<file path="src/pkg/tpwm_map.svh">
/*
  Register offsets, field positions, reset values and TOP constants
  for the 16-bit timer waveform generator.
  Assumes an 8-bit word-per-register address and 16-bit data bus.
*/
`ifndef TPWM_MAP_SVH
`define TPWM_MAP_SVH

`define TPWM_AW 8
`define TPWM_DW 16

`define TPWM_OFF_CTRL 8'h00
`define TPWM_OFF_CMPA 8'h04
`define TPWM_OFF_CMPB 8'h08
`define TPWM_OFF_CAPT 8'h0C
`define TPWM_OFF_COUNT 8'h10
`define TPWM_OFF_FLAGS 8'h14

`define TPWM_CTRL_RESET 16'h0000
`define TPWM_ZERO 16'h0000
`define TPWM_ONE 16'h0001
`define TPWM_MAX 16'hFFFF
`define TPWM_TOP8 16'h00FF
`define TPWM_TOP9 16'h01FF
`define TPWM_TOP10 16'h03FF

`define TPWM_COM_OFF 2'h0
`define TPWM_COM_TOGGLE 2'h1

`define TPWM_MODE_PC8 4'h1
`define TPWM_MODE_PC9 4'h2
`define TPWM_MODE_PC10 4'h3
`define TPWM_MODE_FP8 4'h5
`define TPWM_MODE_FP9 4'h6
`define TPWM_MODE_FP10 4'h7
`define TPWM_MODE_PC_CAPT 4'hA
`define TPWM_MODE_PC_CMPA 4'hB
`define TPWM_MODE_FP_CAPT 4'hE
`define TPWM_MODE_FP_CMPA 4'hF

`define TPWM_FLAG_OVF 0
`define TPWM_FLAG_CMPA 1
`define TPWM_FLAG_CMPB 2
`define TPWM_FLAG_CAPT 3
`define TPWM_FLAG_W 4

`endif

</file>
<file path="src/pkg/tpwm_pkg.sv">
/*
  Types for the 16-bit timer waveform generator.
  Assumes tpwm_map.svh supplies the numeric constants.
*/
package tpwm_pkg;

  typedef logic [15:0] tpwm_word_t;

  typedef struct packed {
    logic [5:0] unused;
    logic dir_b;
    logic dir_a;
    logic [1:0] com_b;
    logic [1:0] com_a;
    logic [3:0] mode;
  } tpwm_ctrl_s;

  typedef struct packed {
    logic capt;
    logic cmpb;
    logic cmpa;
    logic ovf;
  } tpwm_flags_s;

  typedef enum logic {TPWM_UP, TPWM_DOWN} tpwm_dir_e;

endpackage

</file>
<file path="src/rtl/tpwm_channel.sv">
/*
  One compare channel: buffered compare value, match detect and the
  waveform flip-flop.
  Assumes tick, count and direction come from the counter in clk_sys.
*/
`timescale 1ns/10ps
`default_nettype none
`include "tpwm_map.svh"

module tpwm_channel
  import tpwm_pkg::*;
(
  input wire logic clk_sys,
  input wire logic sys_rst,
  input wire logic tick,
  input wire tpwm_word_t count,
  input wire logic going_up,
  input wire logic fast_wrap,
  input wire logic pwm_fast,
  input wire logic pwm_phase,
  input wire logic [1:0] com,
  input wire logic toggle_ok,
  input wire logic wr_en,
  input wire tpwm_word_t wr_data,
  input wire logic load,
  output tpwm_word_t active_q,
  output tpwm_word_t buf_q,
  output logic match,
  output logic wave_q
);

  logic buffered;
  assign buffered = pwm_fast | pwm_phase;

  // Match only counts in timer clock cycles
  assign match = tick & (count == active_q);

  always_ff @(posedge clk_sys or posedge sys_rst) begin
    if (sys_rst) begin
      buf_q <= `TPWM_ZERO;
    end else if (wr_en) begin
      buf_q <= wr_data;
    end
  end

  always_ff @(posedge clk_sys or posedge sys_rst) begin
    if (sys_rst) begin
      active_q <= `TPWM_ZERO;
    end else if (!buffered && wr_en) begin
      active_q <= wr_data;
    end else if (buffered && load) begin
      active_q <= buf_q;
    end
  end

  // Match beats the wrap so a compare at TOP holds a constant level
  always_ff @(posedge clk_sys or posedge sys_rst) begin
    if (sys_rst) begin
      wave_q <= 1'b0;
    end else if (tick) begin
      if (com == `TPWM_COM_TOGGLE && toggle_ok) begin
        if (match) begin
          wave_q <= ~wave_q;
        end
      end else if (com[1] && pwm_fast) begin
        if (match) begin
          wave_q <= ~com[0];
        end else if (fast_wrap) begin
          wave_q <= com[0];
        end
      end else if (com[1] && pwm_phase) begin
        if (match) begin
          wave_q <= going_up ? com[0] : ~com[0];
        end
      end
    end
  end

endmodule

`default_nettype wire

</file>
<file path="src/rtl/tpwm_top.sv">
/*
  16-bit timer waveform generator: fast PWM and phase correct PWM,
  register port, flags and compare pins.
  Assumes timer_tick is a one-cycle enable from a prescaler in clk_sys.
*/
// Overview of operation
// - compare output mode 2 gives non-inverted, 3 inverted phase correct PWM; in fast PWM, 2 is high above the compare value.
// - waveform drives the pin only when its direction bit is set.
// - fast PWM mode 2 sets output on match, opposite level at TOP wrap; mode 3 reversed.
// - fast PWM period is prescale times TOP plus one.
// - fast PWM compare at BOTTOM gives one narrow spike per period.
// - fast PWM compare at TOP gives a constant output level.
// - mode 15 with channel A mode 1 toggles A on each match.
// - modes 1, 2, 3, 10, 11 count up then down.
// - phase correct clears on up-match, sets on down-match; inverting reversed.
// - phase correct TOP is 0xFF, 0x1FF, 0x3FF, capture or A.
// - phase correct reverses at TOP and holds TOP one tick.
// - phase correct sets overflow flag at BOTTOM.
// - A or capture flag set at TOP with the buffer load.
// - phase correct loads compare buffers only at TOP.
// - each channel sets its flag when count equals compare value.
// - fixed TOP masks compare bits above resolution on write.
// - phase correct period is two times prescale times TOP.
// - phase correct compare at BOTTOM or TOP holds output constant.
// - mode 11 with channel A mode 1 toggles A, 50 percent.
// - fast PWM TOP is 0xFF, 0x1FF, 0x3FF, capture or A.
// - fast PWM sets overflow flag when counter reaches TOP.
// - fast PWM channel A write buffered, copied when count clears.
`timescale 1ns/10ps
`default_nettype none
`include "tpwm_map.svh"

module tpwm_top
  import tpwm_pkg::*;
(
  input wire logic clk_sys,
  input wire logic sys_rst,
  input wire logic timer_tick,
  input wire logic [`TPWM_AW-1:0] reg_addr,
  input wire logic [`TPWM_DW-1:0] reg_wdata,
  input wire logic reg_wr,
  input wire logic reg_rd,
  output logic [`TPWM_DW-1:0] reg_rdata_q,
  output logic chan_a_output_pin_q,
  output logic chan_a_pin_oe_q,
  output logic compare_b_output_pin_q,
  output logic compare_b_pin_oe_q,
  output logic overflow_flag_q,
  output logic capture_flag_q
);

  function automatic logic is_fast(input logic [3:0] m);
    return m == `TPWM_MODE_FP8 || m == `TPWM_MODE_FP9 ||
           m == `TPWM_MODE_FP10 || m == `TPWM_MODE_FP_CAPT ||
           m == `TPWM_MODE_FP_CMPA;
  endfunction

  function automatic logic is_phase(input logic [3:0] m);
    return m == `TPWM_MODE_PC8 || m == `TPWM_MODE_PC9 ||
           m == `TPWM_MODE_PC10 || m == `TPWM_MODE_PC_CAPT ||
           m == `TPWM_MODE_PC_CMPA;
  endfunction

  // Fixed resolution for modes with a constant TOP, else all ones
  function automatic tpwm_word_t fixed_top(input logic [3:0] m);
    case (m)
      `TPWM_MODE_PC8, `TPWM_MODE_FP8: return `TPWM_TOP8;
      `TPWM_MODE_PC9, `TPWM_MODE_FP9: return `TPWM_TOP9;
      `TPWM_MODE_PC10, `TPWM_MODE_FP10: return `TPWM_TOP10;
      default: return `TPWM_MAX;
    endcase
  endfunction

  function automatic logic top_from_capt(input logic [3:0] m);
    return m == `TPWM_MODE_PC_CAPT || m == `TPWM_MODE_FP_CAPT;
  endfunction

  function automatic logic top_from_cmpa(input logic [3:0] m);
    return m == `TPWM_MODE_PC_CMPA || m == `TPWM_MODE_FP_CMPA;
  endfunction

  tpwm_ctrl_s ctrl_q;
  tpwm_flags_s flags_q;
  tpwm_word_t count_q;
  tpwm_word_t capt_q;
  tpwm_dir_e dir_q;

  logic pwm_fast;
  logic pwm_phase;
  tpwm_word_t top;
  tpwm_word_t wr_masked;
  logic at_top;
  logic at_bottom;
  logic going_up;
  logic fast_wrap;
  logic load;
  logic ovf_evt;
  logic top_evt;
  logic wr_ctrl;
  logic wr_cmpa;
  logic wr_cmpb;
  logic wr_capt;
  logic wr_count;
  logic wr_flags;

  tpwm_word_t active[2];
  tpwm_word_t bufv[2];
  logic match[2];
  logic wave[2];
  logic [1:0] com[2];
  logic toggle_ok[2];
  logic wr_cmp[2];

  assign pwm_fast = is_fast(ctrl_q.mode);
  assign pwm_phase = is_phase(ctrl_q.mode);

  // TOP choice; channel A active value is the double-buffered copy
  always_comb begin
    if (top_from_capt(ctrl_q.mode)) begin
      top = capt_q;
    end else if (top_from_cmpa(ctrl_q.mode)) begin
      top = active[0];
    end else begin
      top = fixed_top(ctrl_q.mode);
    end
  end

  assign wr_masked = reg_wdata & fixed_top(ctrl_q.mode);

  assign at_top = count_q == top;
  assign at_bottom = count_q == `TPWM_ZERO;
  // BOTTOM counts as rising and TOP as falling for dual-slope matches
  assign going_up = at_bottom | (dir_q == TPWM_UP && !at_top);
  assign fast_wrap = pwm_fast & at_top;

  // Buffer load: fast at the clearing cycle, phase correct at TOP
  assign load = timer_tick & at_top &
                (pwm_fast | (pwm_phase && dir_q == TPWM_UP));
  assign top_evt = load;

  always_comb begin
    if (pwm_fast) begin
      ovf_evt = timer_tick & at_top;
    end else if (pwm_phase) begin
      ovf_evt = timer_tick & at_bottom & (dir_q == TPWM_DOWN);
    end else begin
      ovf_evt = timer_tick & (count_q == `TPWM_MAX);
    end
  end

  assign wr_ctrl = reg_wr && reg_addr == `TPWM_OFF_CTRL;
  assign wr_cmpa = reg_wr && reg_addr == `TPWM_OFF_CMPA;
  assign wr_cmpb = reg_wr && reg_addr == `TPWM_OFF_CMPB;
  assign wr_capt = reg_wr && reg_addr == `TPWM_OFF_CAPT;
  assign wr_count = reg_wr && reg_addr == `TPWM_OFF_COUNT;
  assign wr_flags = reg_wr && reg_addr == `TPWM_OFF_FLAGS;

  assign com[0] = ctrl_q.com_a;
  assign com[1] = ctrl_q.com_b;
  assign toggle_ok[0] = top_from_cmpa(ctrl_q.mode);
  assign toggle_ok[1] = 1'b0;
  assign wr_cmp[0] = wr_cmpa;
  assign wr_cmp[1] = wr_cmpb;

  genvar gi;
  generate
    for (gi = 0; gi < 2; gi++) begin : g_chan
      tpwm_channel u_chan (
        .clk_sys(clk_sys),
        .sys_rst(sys_rst),
        .tick(timer_tick),
        .count(count_q),
        .going_up(going_up),
        .fast_wrap(fast_wrap),
        .pwm_fast(pwm_fast),
        .pwm_phase(pwm_phase),
        .com(com[gi]),
        .toggle_ok(toggle_ok[gi]),
        .wr_en(wr_cmp[gi]),
        .wr_data(wr_masked),
        .load(load),
        .active_q(active[gi]),
        .buf_q(bufv[gi]),
        .match(match[gi]),
        .wave_q(wave[gi])
      );
    end
  endgenerate

  always_ff @(posedge clk_sys or posedge sys_rst) begin
    if (sys_rst) begin
      ctrl_q <= tpwm_ctrl_s'(`TPWM_CTRL_RESET);
    end else if (wr_ctrl) begin
      ctrl_q <= tpwm_ctrl_s'(reg_wdata);
    end
  end

  // Capture register is not buffered; a low write may miss TOP
  always_ff @(posedge clk_sys or posedge sys_rst) begin
    if (sys_rst) begin
      capt_q <= `TPWM_ZERO;
    end else if (wr_capt) begin
      capt_q <= reg_wdata;
    end
  end

  // Counter; every step waits for the timer tick
  always_ff @(posedge clk_sys or posedge sys_rst) begin
    if (sys_rst) begin
      count_q <= `TPWM_ZERO;
      dir_q <= TPWM_UP;
    end else if (wr_count) begin
      count_q <= reg_wdata;
    end else if (timer_tick) begin
      if (pwm_fast) begin
        if (at_top) begin
          count_q <= `TPWM_ZERO;
        end else begin
          count_q <= count_q + `TPWM_ONE;
        end
        dir_q <= TPWM_UP;
      end else if (pwm_phase) begin
        unique case (dir_q)
          TPWM_UP: begin
            if (at_top) begin
              dir_q <= TPWM_DOWN;
              count_q <= count_q - `TPWM_ONE;
            end else begin
              count_q <= count_q + `TPWM_ONE;
            end
          end
          TPWM_DOWN: begin
            if (at_bottom) begin
              dir_q <= TPWM_UP;
              count_q <= count_q + `TPWM_ONE;
            end else begin
              count_q <= count_q - `TPWM_ONE;
            end
          end
        endcase
      end else begin
        count_q <= count_q + `TPWM_ONE;
        dir_q <= TPWM_UP;
      end
    end
  end

  // Sticky flags, write one to clear; a same-cycle event wins
  always_ff @(posedge clk_sys or posedge sys_rst) begin
    if (sys_rst) begin
      flags_q <= '0;
    end else begin
      flags_q.ovf <= ovf_evt |
        (flags_q.ovf & ~(wr_flags & reg_wdata[`TPWM_FLAG_OVF]));
      flags_q.cmpa <= match[0] | (top_evt & top_from_cmpa(ctrl_q.mode)) |
        (flags_q.cmpa & ~(wr_flags & reg_wdata[`TPWM_FLAG_CMPA]));
      flags_q.cmpb <= match[1] |
        (flags_q.cmpb & ~(wr_flags & reg_wdata[`TPWM_FLAG_CMPB]));
      flags_q.capt <= (top_evt & top_from_capt(ctrl_q.mode)) |
        (flags_q.capt & ~(wr_flags & reg_wdata[`TPWM_FLAG_CAPT]));
    end
  end

  // Read data stands only in the cycle after the strobe
  always_ff @(posedge clk_sys or posedge sys_rst) begin
    if (sys_rst) begin
      reg_rdata_q <= `TPWM_ZERO;
    end else if (reg_rd) begin
      case (reg_addr)
        `TPWM_OFF_CTRL: reg_rdata_q <= ctrl_q;
        `TPWM_OFF_CMPA: reg_rdata_q <= bufv[0];
        `TPWM_OFF_CMPB: reg_rdata_q <= bufv[1];
        `TPWM_OFF_CAPT: reg_rdata_q <= capt_q;
        `TPWM_OFF_COUNT: reg_rdata_q <= count_q;
        `TPWM_OFF_FLAGS: reg_rdata_q <= {12'h000, flags_q};
        default: reg_rdata_q <= `TPWM_ZERO;
      endcase
    end else begin
      reg_rdata_q <= `TPWM_ZERO;
    end
  end

  // Pins: one register stage after the waveform flop
  always_ff @(posedge clk_sys or posedge sys_rst) begin
    if (sys_rst) begin
      chan_a_output_pin_q <= 1'b0;
      chan_a_pin_oe_q <= 1'b0;
      compare_b_output_pin_q <= 1'b0;
      compare_b_pin_oe_q <= 1'b0;
    end else begin
      chan_a_output_pin_q <= wave[0];
      chan_a_pin_oe_q <= ctrl_q.dir_a &&
                         ctrl_q.com_a != `TPWM_COM_OFF;
      compare_b_output_pin_q <= wave[1];
      compare_b_pin_oe_q <= ctrl_q.dir_b &&
                            ctrl_q.com_b != `TPWM_COM_OFF;
    end
  end

  always_ff @(posedge clk_sys or posedge sys_rst) begin
    if (sys_rst) begin
      overflow_flag_q <= 1'b0;
      capture_flag_q <= 1'b0;
    end else begin
      overflow_flag_q <= flags_q.ovf;
      capture_flag_q <= flags_q.capt;
    end
  end

endmodule

`default_nettype wire
</file>
<file path="config.mk">
export PLATFORM = sky130hd
export DESIGN_NAME = tpwm_top
export DESIGN_NICKNAME = d
export VERILOG_FILES = /design/src/pkg/tpwm_pkg.sv /design/src/rtl/tpwm_channel.sv /design/src/rtl/tpwm_top.sv
export VERILOG_INCLUDE_DIRS = /design/src /design/src/pkg
export SDC_FILE = /design/constraint.sdc
export NUM_CORES = 1
export LEC_CHECK = 0
export BUFFER_PORTS_ARGS = -buffer_cell sky130_fd_sc_hd__buf_2
export CAP_MARGIN = 15
export CORE_MARGIN = 1
export CORE_UTILIZATION = 60
export CTS_BUF_LIST = sky130_fd_sc_hd__clkbuf_4 sky130_fd_sc_hd__clkbuf_8
export CTS_CLUSTER_SIZE = 30
export DETAILED_ROUTE_END_ITERATION = 6
export PLACE_DENSITY_LB_ADDON = 0.2
export REMOVE_ABC_BUFFERS = 1
export SLEW_MARGIN = 20
export SYNTH_ARGS = -nofsm -noshare
export SYNTH_HDL_FRONTEND = slang
export SYNTH_SLANG_ARGS = --single-unit
</file>
<file path="constraint.sdc">
create_clock -name clk_sys -period 14.5 [get_ports clk_sys]
set_clock_uncertainty 0.05 [all_clocks]
set_input_delay 2.9 -clock clk_sys [delete_from_list [all_inputs] [get_ports clk_sys]]
set_output_delay 2.9 -clock clk_sys [all_outputs]
set_load 0.1 [all_outputs]
</file>
==> metrics.md, run 1 <==
| Metric | Value |
|---|---|
| Crit path time final | about 5.7 ns |
| Min-delay src | g_chan[1].u_chan.wave_q$_DFFE_PP0P_ |
| PortBufs | 50 |
| Post-synth EDFFs | 0 |
| WP buf/inv | 1 |
| Cts hold-fix bufs | 0 |
| Die width | between 100 and 150 µm |
| Switching power of the nets | approximately 350 µW |
| Cell mode on critical path | nand2_1 |
| DR iter-0 viols | between 800 and 900 |
| Routed len/inst | around 24 µm |
| Commonest non-fill, non-tap cells in the layout | 141 x dfrtp_1, 87 x nand2_1, 67 x a21oi_1 |
| Via Count | 6,938 |
| R2R Setup Slk | about 10 ns |
| Required @ worst endpoint | 14.80 ns |
| CP Class | input port to flip-flop |
| Core area | around 13,000 µm² |
| Initial Utilization | 61.50% |
| Relative slew slack | between 20% and 30% |
| Origin of the critical flop-to-flop path | ctrl_q[0]$_DFFE_PP0P_ |
| Switch share | 33.97% |
| Final Setup Violations | 0 |
| Vias in the first global route | between 6,000 and 7,000 |
| Top delay family on crit path | simple AND/OR/NAND/NOR gates |
| Adder-Cell Fraction of Synth Area | 0.4627% |
| CTS tree | done |
| Die Height | 118.3 µm |
| Root Buffer | clkbuf_8 |
| Worst-margin pin slew | 1.166 ns |
| Status | complete, no violations |
| HP Class | flip-flop to flip-flop |
| Drt total wl | 24,870 µm |
| Setup bufs post-CTS | 0 |
| Worst r2r path cells | 12 |
| Worst vdd ir | approximately 0.11 mV |
| Die ar. | 13,990 µm² |
| Mux contribution to synthesized area | approximately 15% |
| Setup crit end kind | flip-flop |
| Worst hold endpoint | compare_b_output_pin_q$_DFF_PP0_ |
| Clock latency on the worst-skew pair | 0.46 ns |
| Area Overhead vs Synth | 9.209% |
| Ys flop type | dfrtp_1 |
| DRC | 0 |
| Sequential power share | 46.7% |
| Post-CTS resize count | 0 |
| Synthesis Warnings | 0 |
| Global-route wire length before repair | slightly below 40,000 µm |
| Synth Area in XOR/XNOR | under 10% |
| Clock Path Buffers | 2 |
| Crit-path cells | buf_2, or4_1, nor2_1, and3_1, nand2_1, nand3_1, nor3b_1, a221oi_1, nand2_1 |
| Startpoint Class | input port |
| Average vias per placed instance | around 6.6 |
| Dpl hpwl | 16,940 µm |
| Layout cells sized above 1 | about a fifth |
| GRT Total Usage | 36.97% |
| Crit path DAT | approximately 6 ns |
| Peak Freq | 176.2 MHz |
| Layout Utilization | roughly two thirds |
| Int Power | approximately 700 µW |
| RSZ-0062 raised after global routing | no |
| Max-slew violation total from the final report | 0 |
| Total negative setup slack | 0 ns |
| #FFs+latches synth | roughly 140 |
| Asr flop ratio synth | 100.0% |
| Yosys cell types | between 60 and 70 |
| Gate Count Post-Synth | roughly 850 |
| Max FO, Critical Path | 18 |
| Antenna violations before repair | 0 |
| Static Leak | roughly 3.9 nW |
| H-tree depth | 4 |
| Clk sinks | 141 |
| Max Cap Violations | 0 |
| Synth Area in Simple Gates | between 10 and 15% |
| Hold Path Cell Cnt | 0 |
| Row count | 42 |
| Clock transition at path regs | 0.08 ns |
| Clk pwr share | between 30% and 40% |
| RR Endpoint | g_chan[1].u_chan.active_q[9]$_DFFE_PP0P_ |
| Mean Syn Cell Area | between 9 and 10 µm² |
| Commonest non-fill, non-tap cell in the layout | dfrtp_1 |
| Delay of the slowest critical-path stage | ~0.70 ns |
| First-pass detailed-route iteration total | 6 |
| Register area share after synthesis | around 43% |
| CP max stage cell | and3_1 |
| Gr ovfl total | 0 |
| Largest net degree at the start of global routing | 84 |
| Largest family of logic cells by synthesized area | compound AO/OA/AOI/OAI gates |
| PD cells | between 100 and 150 nW/µm² |
| # IOs | 51 |
| Total CTS buffers | 17 |
| Comb pwr share | between 10% and 20% |
| Post-Syn Area | between 8000 and 9000 µm² |
| Synth Area in Compound Gates | approximately 16% |
| Period utilization | about two fifths |
| # diodes | 0 |
| Placer Congestion | between 0.9 and 1 |
| Antenna Nets Post-Route | 0 |
| Hold Vio Cnt, Final | 0 |
| Final Net Count | 896 |
==> state kept, by name (all words and copies together) (netlist names), 2 cells and up <==
name	cells
count_q	16
flags_q	4
g_chan.u_chan.buf_q	32
com	4
reg_rdata_q	16
capt_q	16
g_chan.u_chan.wave_q	2
ctrl_q	12
g_chan.u_chan.active_q	32
==> routing by layer <==
metal  vias up  GRT usage [%]  routed length, µm
met3        54          7.481               2541
met4         0          15.63                874
met2       387          55.48              11260
li1       3088              -                  -
met1      3409          52.25              10190
met5         -              0                  0
==> how the worst max path moves through the flow <==
stage | endpoint | slack, ns | from | cells past startpoint
after floorplan | capt_q[0]$_DFFE_PP0P_ | 7.77 | sys_rst | 1
after global placement | count_q[10]$_DFFE_PP0P_ | 8.52 | reg_addr[0] | 9
after CTS | count_q[13]$_DFFE_PP0P_ | 8.91 | reg_addr[0] | 9
final | count_q[10]$_DFFE_PP0P_ | 8.82 | reg_addr[0] | 9
after detailed placement | count_q[13]$_DFFE_PP0P_ | 8.41 | reg_addr[0] | 9
after global routing | count_q[13]$_DFFE_PP0P_ | 8.61 | reg_addr[0] | 9
==> worst reg2reg max path, cell delays in order, from the launching register on <==
cell	delay, ns
dfrtp_1	0.49
buf_4	0.37
mux2i_1	0.44
xnor2_1	0.12
o31ai_1	0.25
a32o_1	0.23
and4_1	0.26
nand2_1	0.11
nor3_4	0.83
buf_4	0.49
mux2_2	0.40
nand2_1	0.07
o21ai_0	0.09
==> synth_stat cells, types with 5 or more instances <==
cell type | number | area share [%]
xnor2_1 | 26 | 2.8
xor2_1 | 27 | 2.9
nor3_1 | 19 | 1.2
buf_2 | 8 | 0.49
nand4_1 | 14 | 1.1
dfrtp_1 | 141 | 43
mux2i_1 | 51 | 6.3
buf_1 | 6 | 0.28
nand2_1 | 87 | 4.0
and3_1 | 13 | 1.0
o22ai_1 | 8 | 0.62
nor2_1 | 51 | 2.4
clkbuf_1 | 48 | 2.2
a21oi_1 | 67 | 4.1
nand3_1 | 23 | 1.4
nor4_1 | 7 | 0.54
nor2b_1 | 5 | 0.39
a22oi_1 | 18 | 1.7
inv_1 | 14 | 0.65
o21ai_0 | 51 | 3.1
a21boi_0 | 14 | 1.3
mux2_2 | 54 | 7.5
==> cells by family after synthesis <==
group / Yosys count
and+or+nand+nor: 249
DFF: 141
adders and majority gates: 3
muxes: 110
AOI/OAI and AO/OA: 211
buffers and inverters: 80
xor gates and xnor gates: 53
==> layout make-up <==
class,count,area [µm²]
clock buffers,18,247.7
clock inverters,14,182.7
fillers,1044,4332
inverters,16,65.06
multi-input cells,626,4274
flip-flops and latches,141,3528
well taps,176,220.2
repair buffers,62,340.3
==> metrics by stage <==
step / hold WS (ns) / setup WS (ns) / std cells / power [mW] / instance area, µm²
finish: 0.3389 / 8.825 / 1053 / 1.032 / 8859
global route: 0.3508 / 8.613 / 1053 / 1.069 / 8859
CTS: 0.3356 / 8.911 / 1053 / 1.026 / 8853
detailed placement: 0.3204 / 8.409 / 1021 / 0.6851 / 8423
global placement: 0.3040 / 8.516 / 1021 / 0.6810 / 8423
floorplan: 0.2986 / 7.769 / 783 / 0.5983 / 7846
==> power by group through the flow <==
stage                     combinational (mW)  clock [mW]  sequential, mW
after floorplan                        0.127           0           0.471
after detailed placement               0.198           0           0.487
after CTS                              0.199       0.348           0.479
final                                  0.204       0.346           0.482
after global placement                 0.195           0           0.486
after global routing                   0.222       0.361           0.486
Power figures use the tool's default switching activity.
==> run 2: changes to the inputs <==
clock period = 5.9 ns   (was 14.5 ns; I/O delays follow)
==> metrics.md, run 2 (same netlist as run 1, synthesis figures left out) <==
| Metric | Value |
|---|---|
| Crit path DAT | approximately 4.3 ns |
| Peak Freq | 248.6 MHz |
| Gr ovfl total | 0 |
| Average vias per placed instance | around 6.6 |
| CP max stage cell | dfrtp_1 |
| Die ar. | 13,990 µm² |
| # IOs | 51 |
| Clock latency on the worst-skew pair | approximately 0.47 ns |
| GRT Total Usage | a little under two fifths |
| Routed len/inst | around 24 µm |
| Drt total wl | between 20,000 and 25,000 µm |
| Core area | about 13,000 µm² |
| Global-route wire length before repair | 38,630 µm |
| Setup bufs post-CTS | 0 |
| Pwr Total | between 2 and 3 mW |
| Placer Congestion | between 0.9 and 1 |
| Die width | about 120 µm |
| RSZ-0062 raised after global routing | no |
| DRC | 0 |
| Final Non-Filler Cells | 1,053 |
| # diodes | 0 |
| Row count | between 40 and 50 |
| Relative slew slack | roughly a third |
| Top delay family on crit path | simple AND/OR/NAND/NOR gates |
| Worst-margin pin slew | ~1.0 ns |
| Total negative setup slack | 0 ns |
| Cell mode on critical path | a21oi_1 |
| Commonest non-fill, non-tap cells in the layout | 141 x dfrtp_1, 87 x nand2_1, 67 x a21oi_1 |
| Crit path time final | 4.022 ns |
| HP Class | flip-flop to flip-flop |
| Required @ worst endpoint | roughly 6.2 ns |
| Period utilization | about 70% |
| Delay of the slowest critical-path stage | between 0.8 and 0.9 ns |
| Status | complete, no violations |
| Cells after DPL | 1,022 |
| Cts hold-fix bufs | 0 |
| Layout cells sized above 1 | between 10% and 20% |
| Final Setup Violations | 0 |
| Max Cap Violations | 0 |
| First-pass detailed-route iteration total | 5 |
| Max FO, Critical Path | 27 |
| Post-CTS resize count | 0 |
| Antenna Nets Post-Route | 0 |
| Total CTS buffers | 17 |
| PortBufs | 50 |
| Final Net Count | about 900 |
| PD cells | 296.9 nW/µm² |
| Clk sinks | around 140 |
| Crit-path cells | and2_1, a21oi_1, nor4_1, nand4_1, nor2_1, nand2_1, nor3_4, buf_4, mux2i_1, a21oi_1 |
| Hold Vio Cnt, Final | 0 |
| # fillers | roughly 1,100 |
| Dpl hpwl | 17,010 µm |
| Worst vdd ir | around 0.19 mV |
| Die Height | 118.3 µm |
| Startpoint Class | flip-flop |
| Commonest non-fill, non-tap cell in the layout | dfrtp_1 |
| Antenna violations before repair | 0 |
| Clock Path Buffers | 2 |
| Initial Utilization | a little over 60% |
| Setup crit end kind | flip-flop |
| Largest net degree at the start of global routing | 94 |
| WP buf/inv | 1 |
| R2R Setup Slk | ~1.9 ns |
| CP Class | flip-flop to flip-flop |
| H-tree depth | 4 |
| Clock transition at path regs | 0.09 ns |
| Top Registers | g_chan.u_chan.active_q (32), g_chan.u_chan.buf_q (32) |
| Via Count | approximately 7,000 |
| Max-slew violation total from the final report | 0 |
| Vias in the first global route | 6,771 |
| Static Leak | 3.975 nW |
| DR iter-0 viols | between 700 and 800 |
| Root Buffer | clkbuf_8 |
| CTS tree | done |
| Area Overhead vs Synth | 10.13% |
-- run 2: cell count changes in the layout (fill, tap and decap cells not counted) --
cell and change:
clkbuf_8 -1, inv_6 -2, clkinv_2 +1, bufinv_16 +4, buf_4 +1, clkinvlp_4 -2
inv_8 -1
-- run 2: final timing paths --
path | start | to | cells after the start
max | ctrl_q[1]$_DFFE_PP0P_ | g_chan[1].u_chan.active_q[3]$_DFFE_PP0P_ | 10
min | g_chan[1].u_chan.wave_q$_DFFE_PP0P_ | compare_b_output_pin_q$_DFF_PP0_ | 0
max reg2reg | ctrl_q[1]$_DFFE_PP0P_ | g_chan[1].u_chan.active_q[3]$_DFFE_PP0P_ | 10
min reg2reg | g_chan[1].u_chan.wave_q$_DFFE_PP0P_ | compare_b_output_pin_q$_DFF_PP0_ | 0
max in group asynchronous | sys_rst | count_q[11]$_DFFE_PP0P_ | 3
min in group asynchronous | sys_rst | g_chan[1].u_chan.buf_q[7]$_DFFE_PP0P_ | 2
-- run 2: routing by layer --
layer  global-route usage [%]  share of wire, %
met1                    50.76                42
met2                    55.44                45
met3                    7.432               8.9
met4                    18.99               4.3
met5                        0                 0
-- run 2: layout make-up --
cell class / instances / area [µm²] / share of cell area (%)
clock buffers: 17 / 234.0 / 2.619
flip-flops and latches: 141 / 3528 / 39.50
multi-input cells: 626 / 4274 / 47.84
repair buffers: 63 / 347.8 / 3.894
well taps: 176 / 220.2 / 2.465
inverters: 16 / 65.06 / 0.7283
clock inverters: 14 / 264.0 / 2.955
-- run 2: through the flow --
step | setup slack (ns) | util (%) | hold slack, ns | instance area (µm²)
finish | 1.878 | 67.73 | 0.3264 | 8934
floorplan | 0.8888 | - | 0.2986 | 7846
detailed placement | 1.500 | 63.92 | 0.3107 | 8431
CTS | 2.000 | 67.69 | 0.3250 | 8929
global route | 1.632 | 67.73 | 0.3293 | 8934
global placement | 1.599 | 63.92 | 0.3051 | 8431
-- run 2: report_power, final --
group          leakage [nW]  switching (mW)  internal (mW)
logic                  1.80           0.258          0.195
registers              1.92           0.180           1.03
clock network         0.250           0.398          0.589
-- run 2: worst register-to-register path: stages (launching register included) --
cell	delay, ns
dfrtp_1	0.89
and2_1	0.45
a21oi_1	0.14
nor4_1	0.35
nand4_1	0.18
nor2_1	0.12
nand2_1	0.09
nor3_4	0.77
buf_4	0.44
mux2i_1	0.29
a21oi_1	0.09
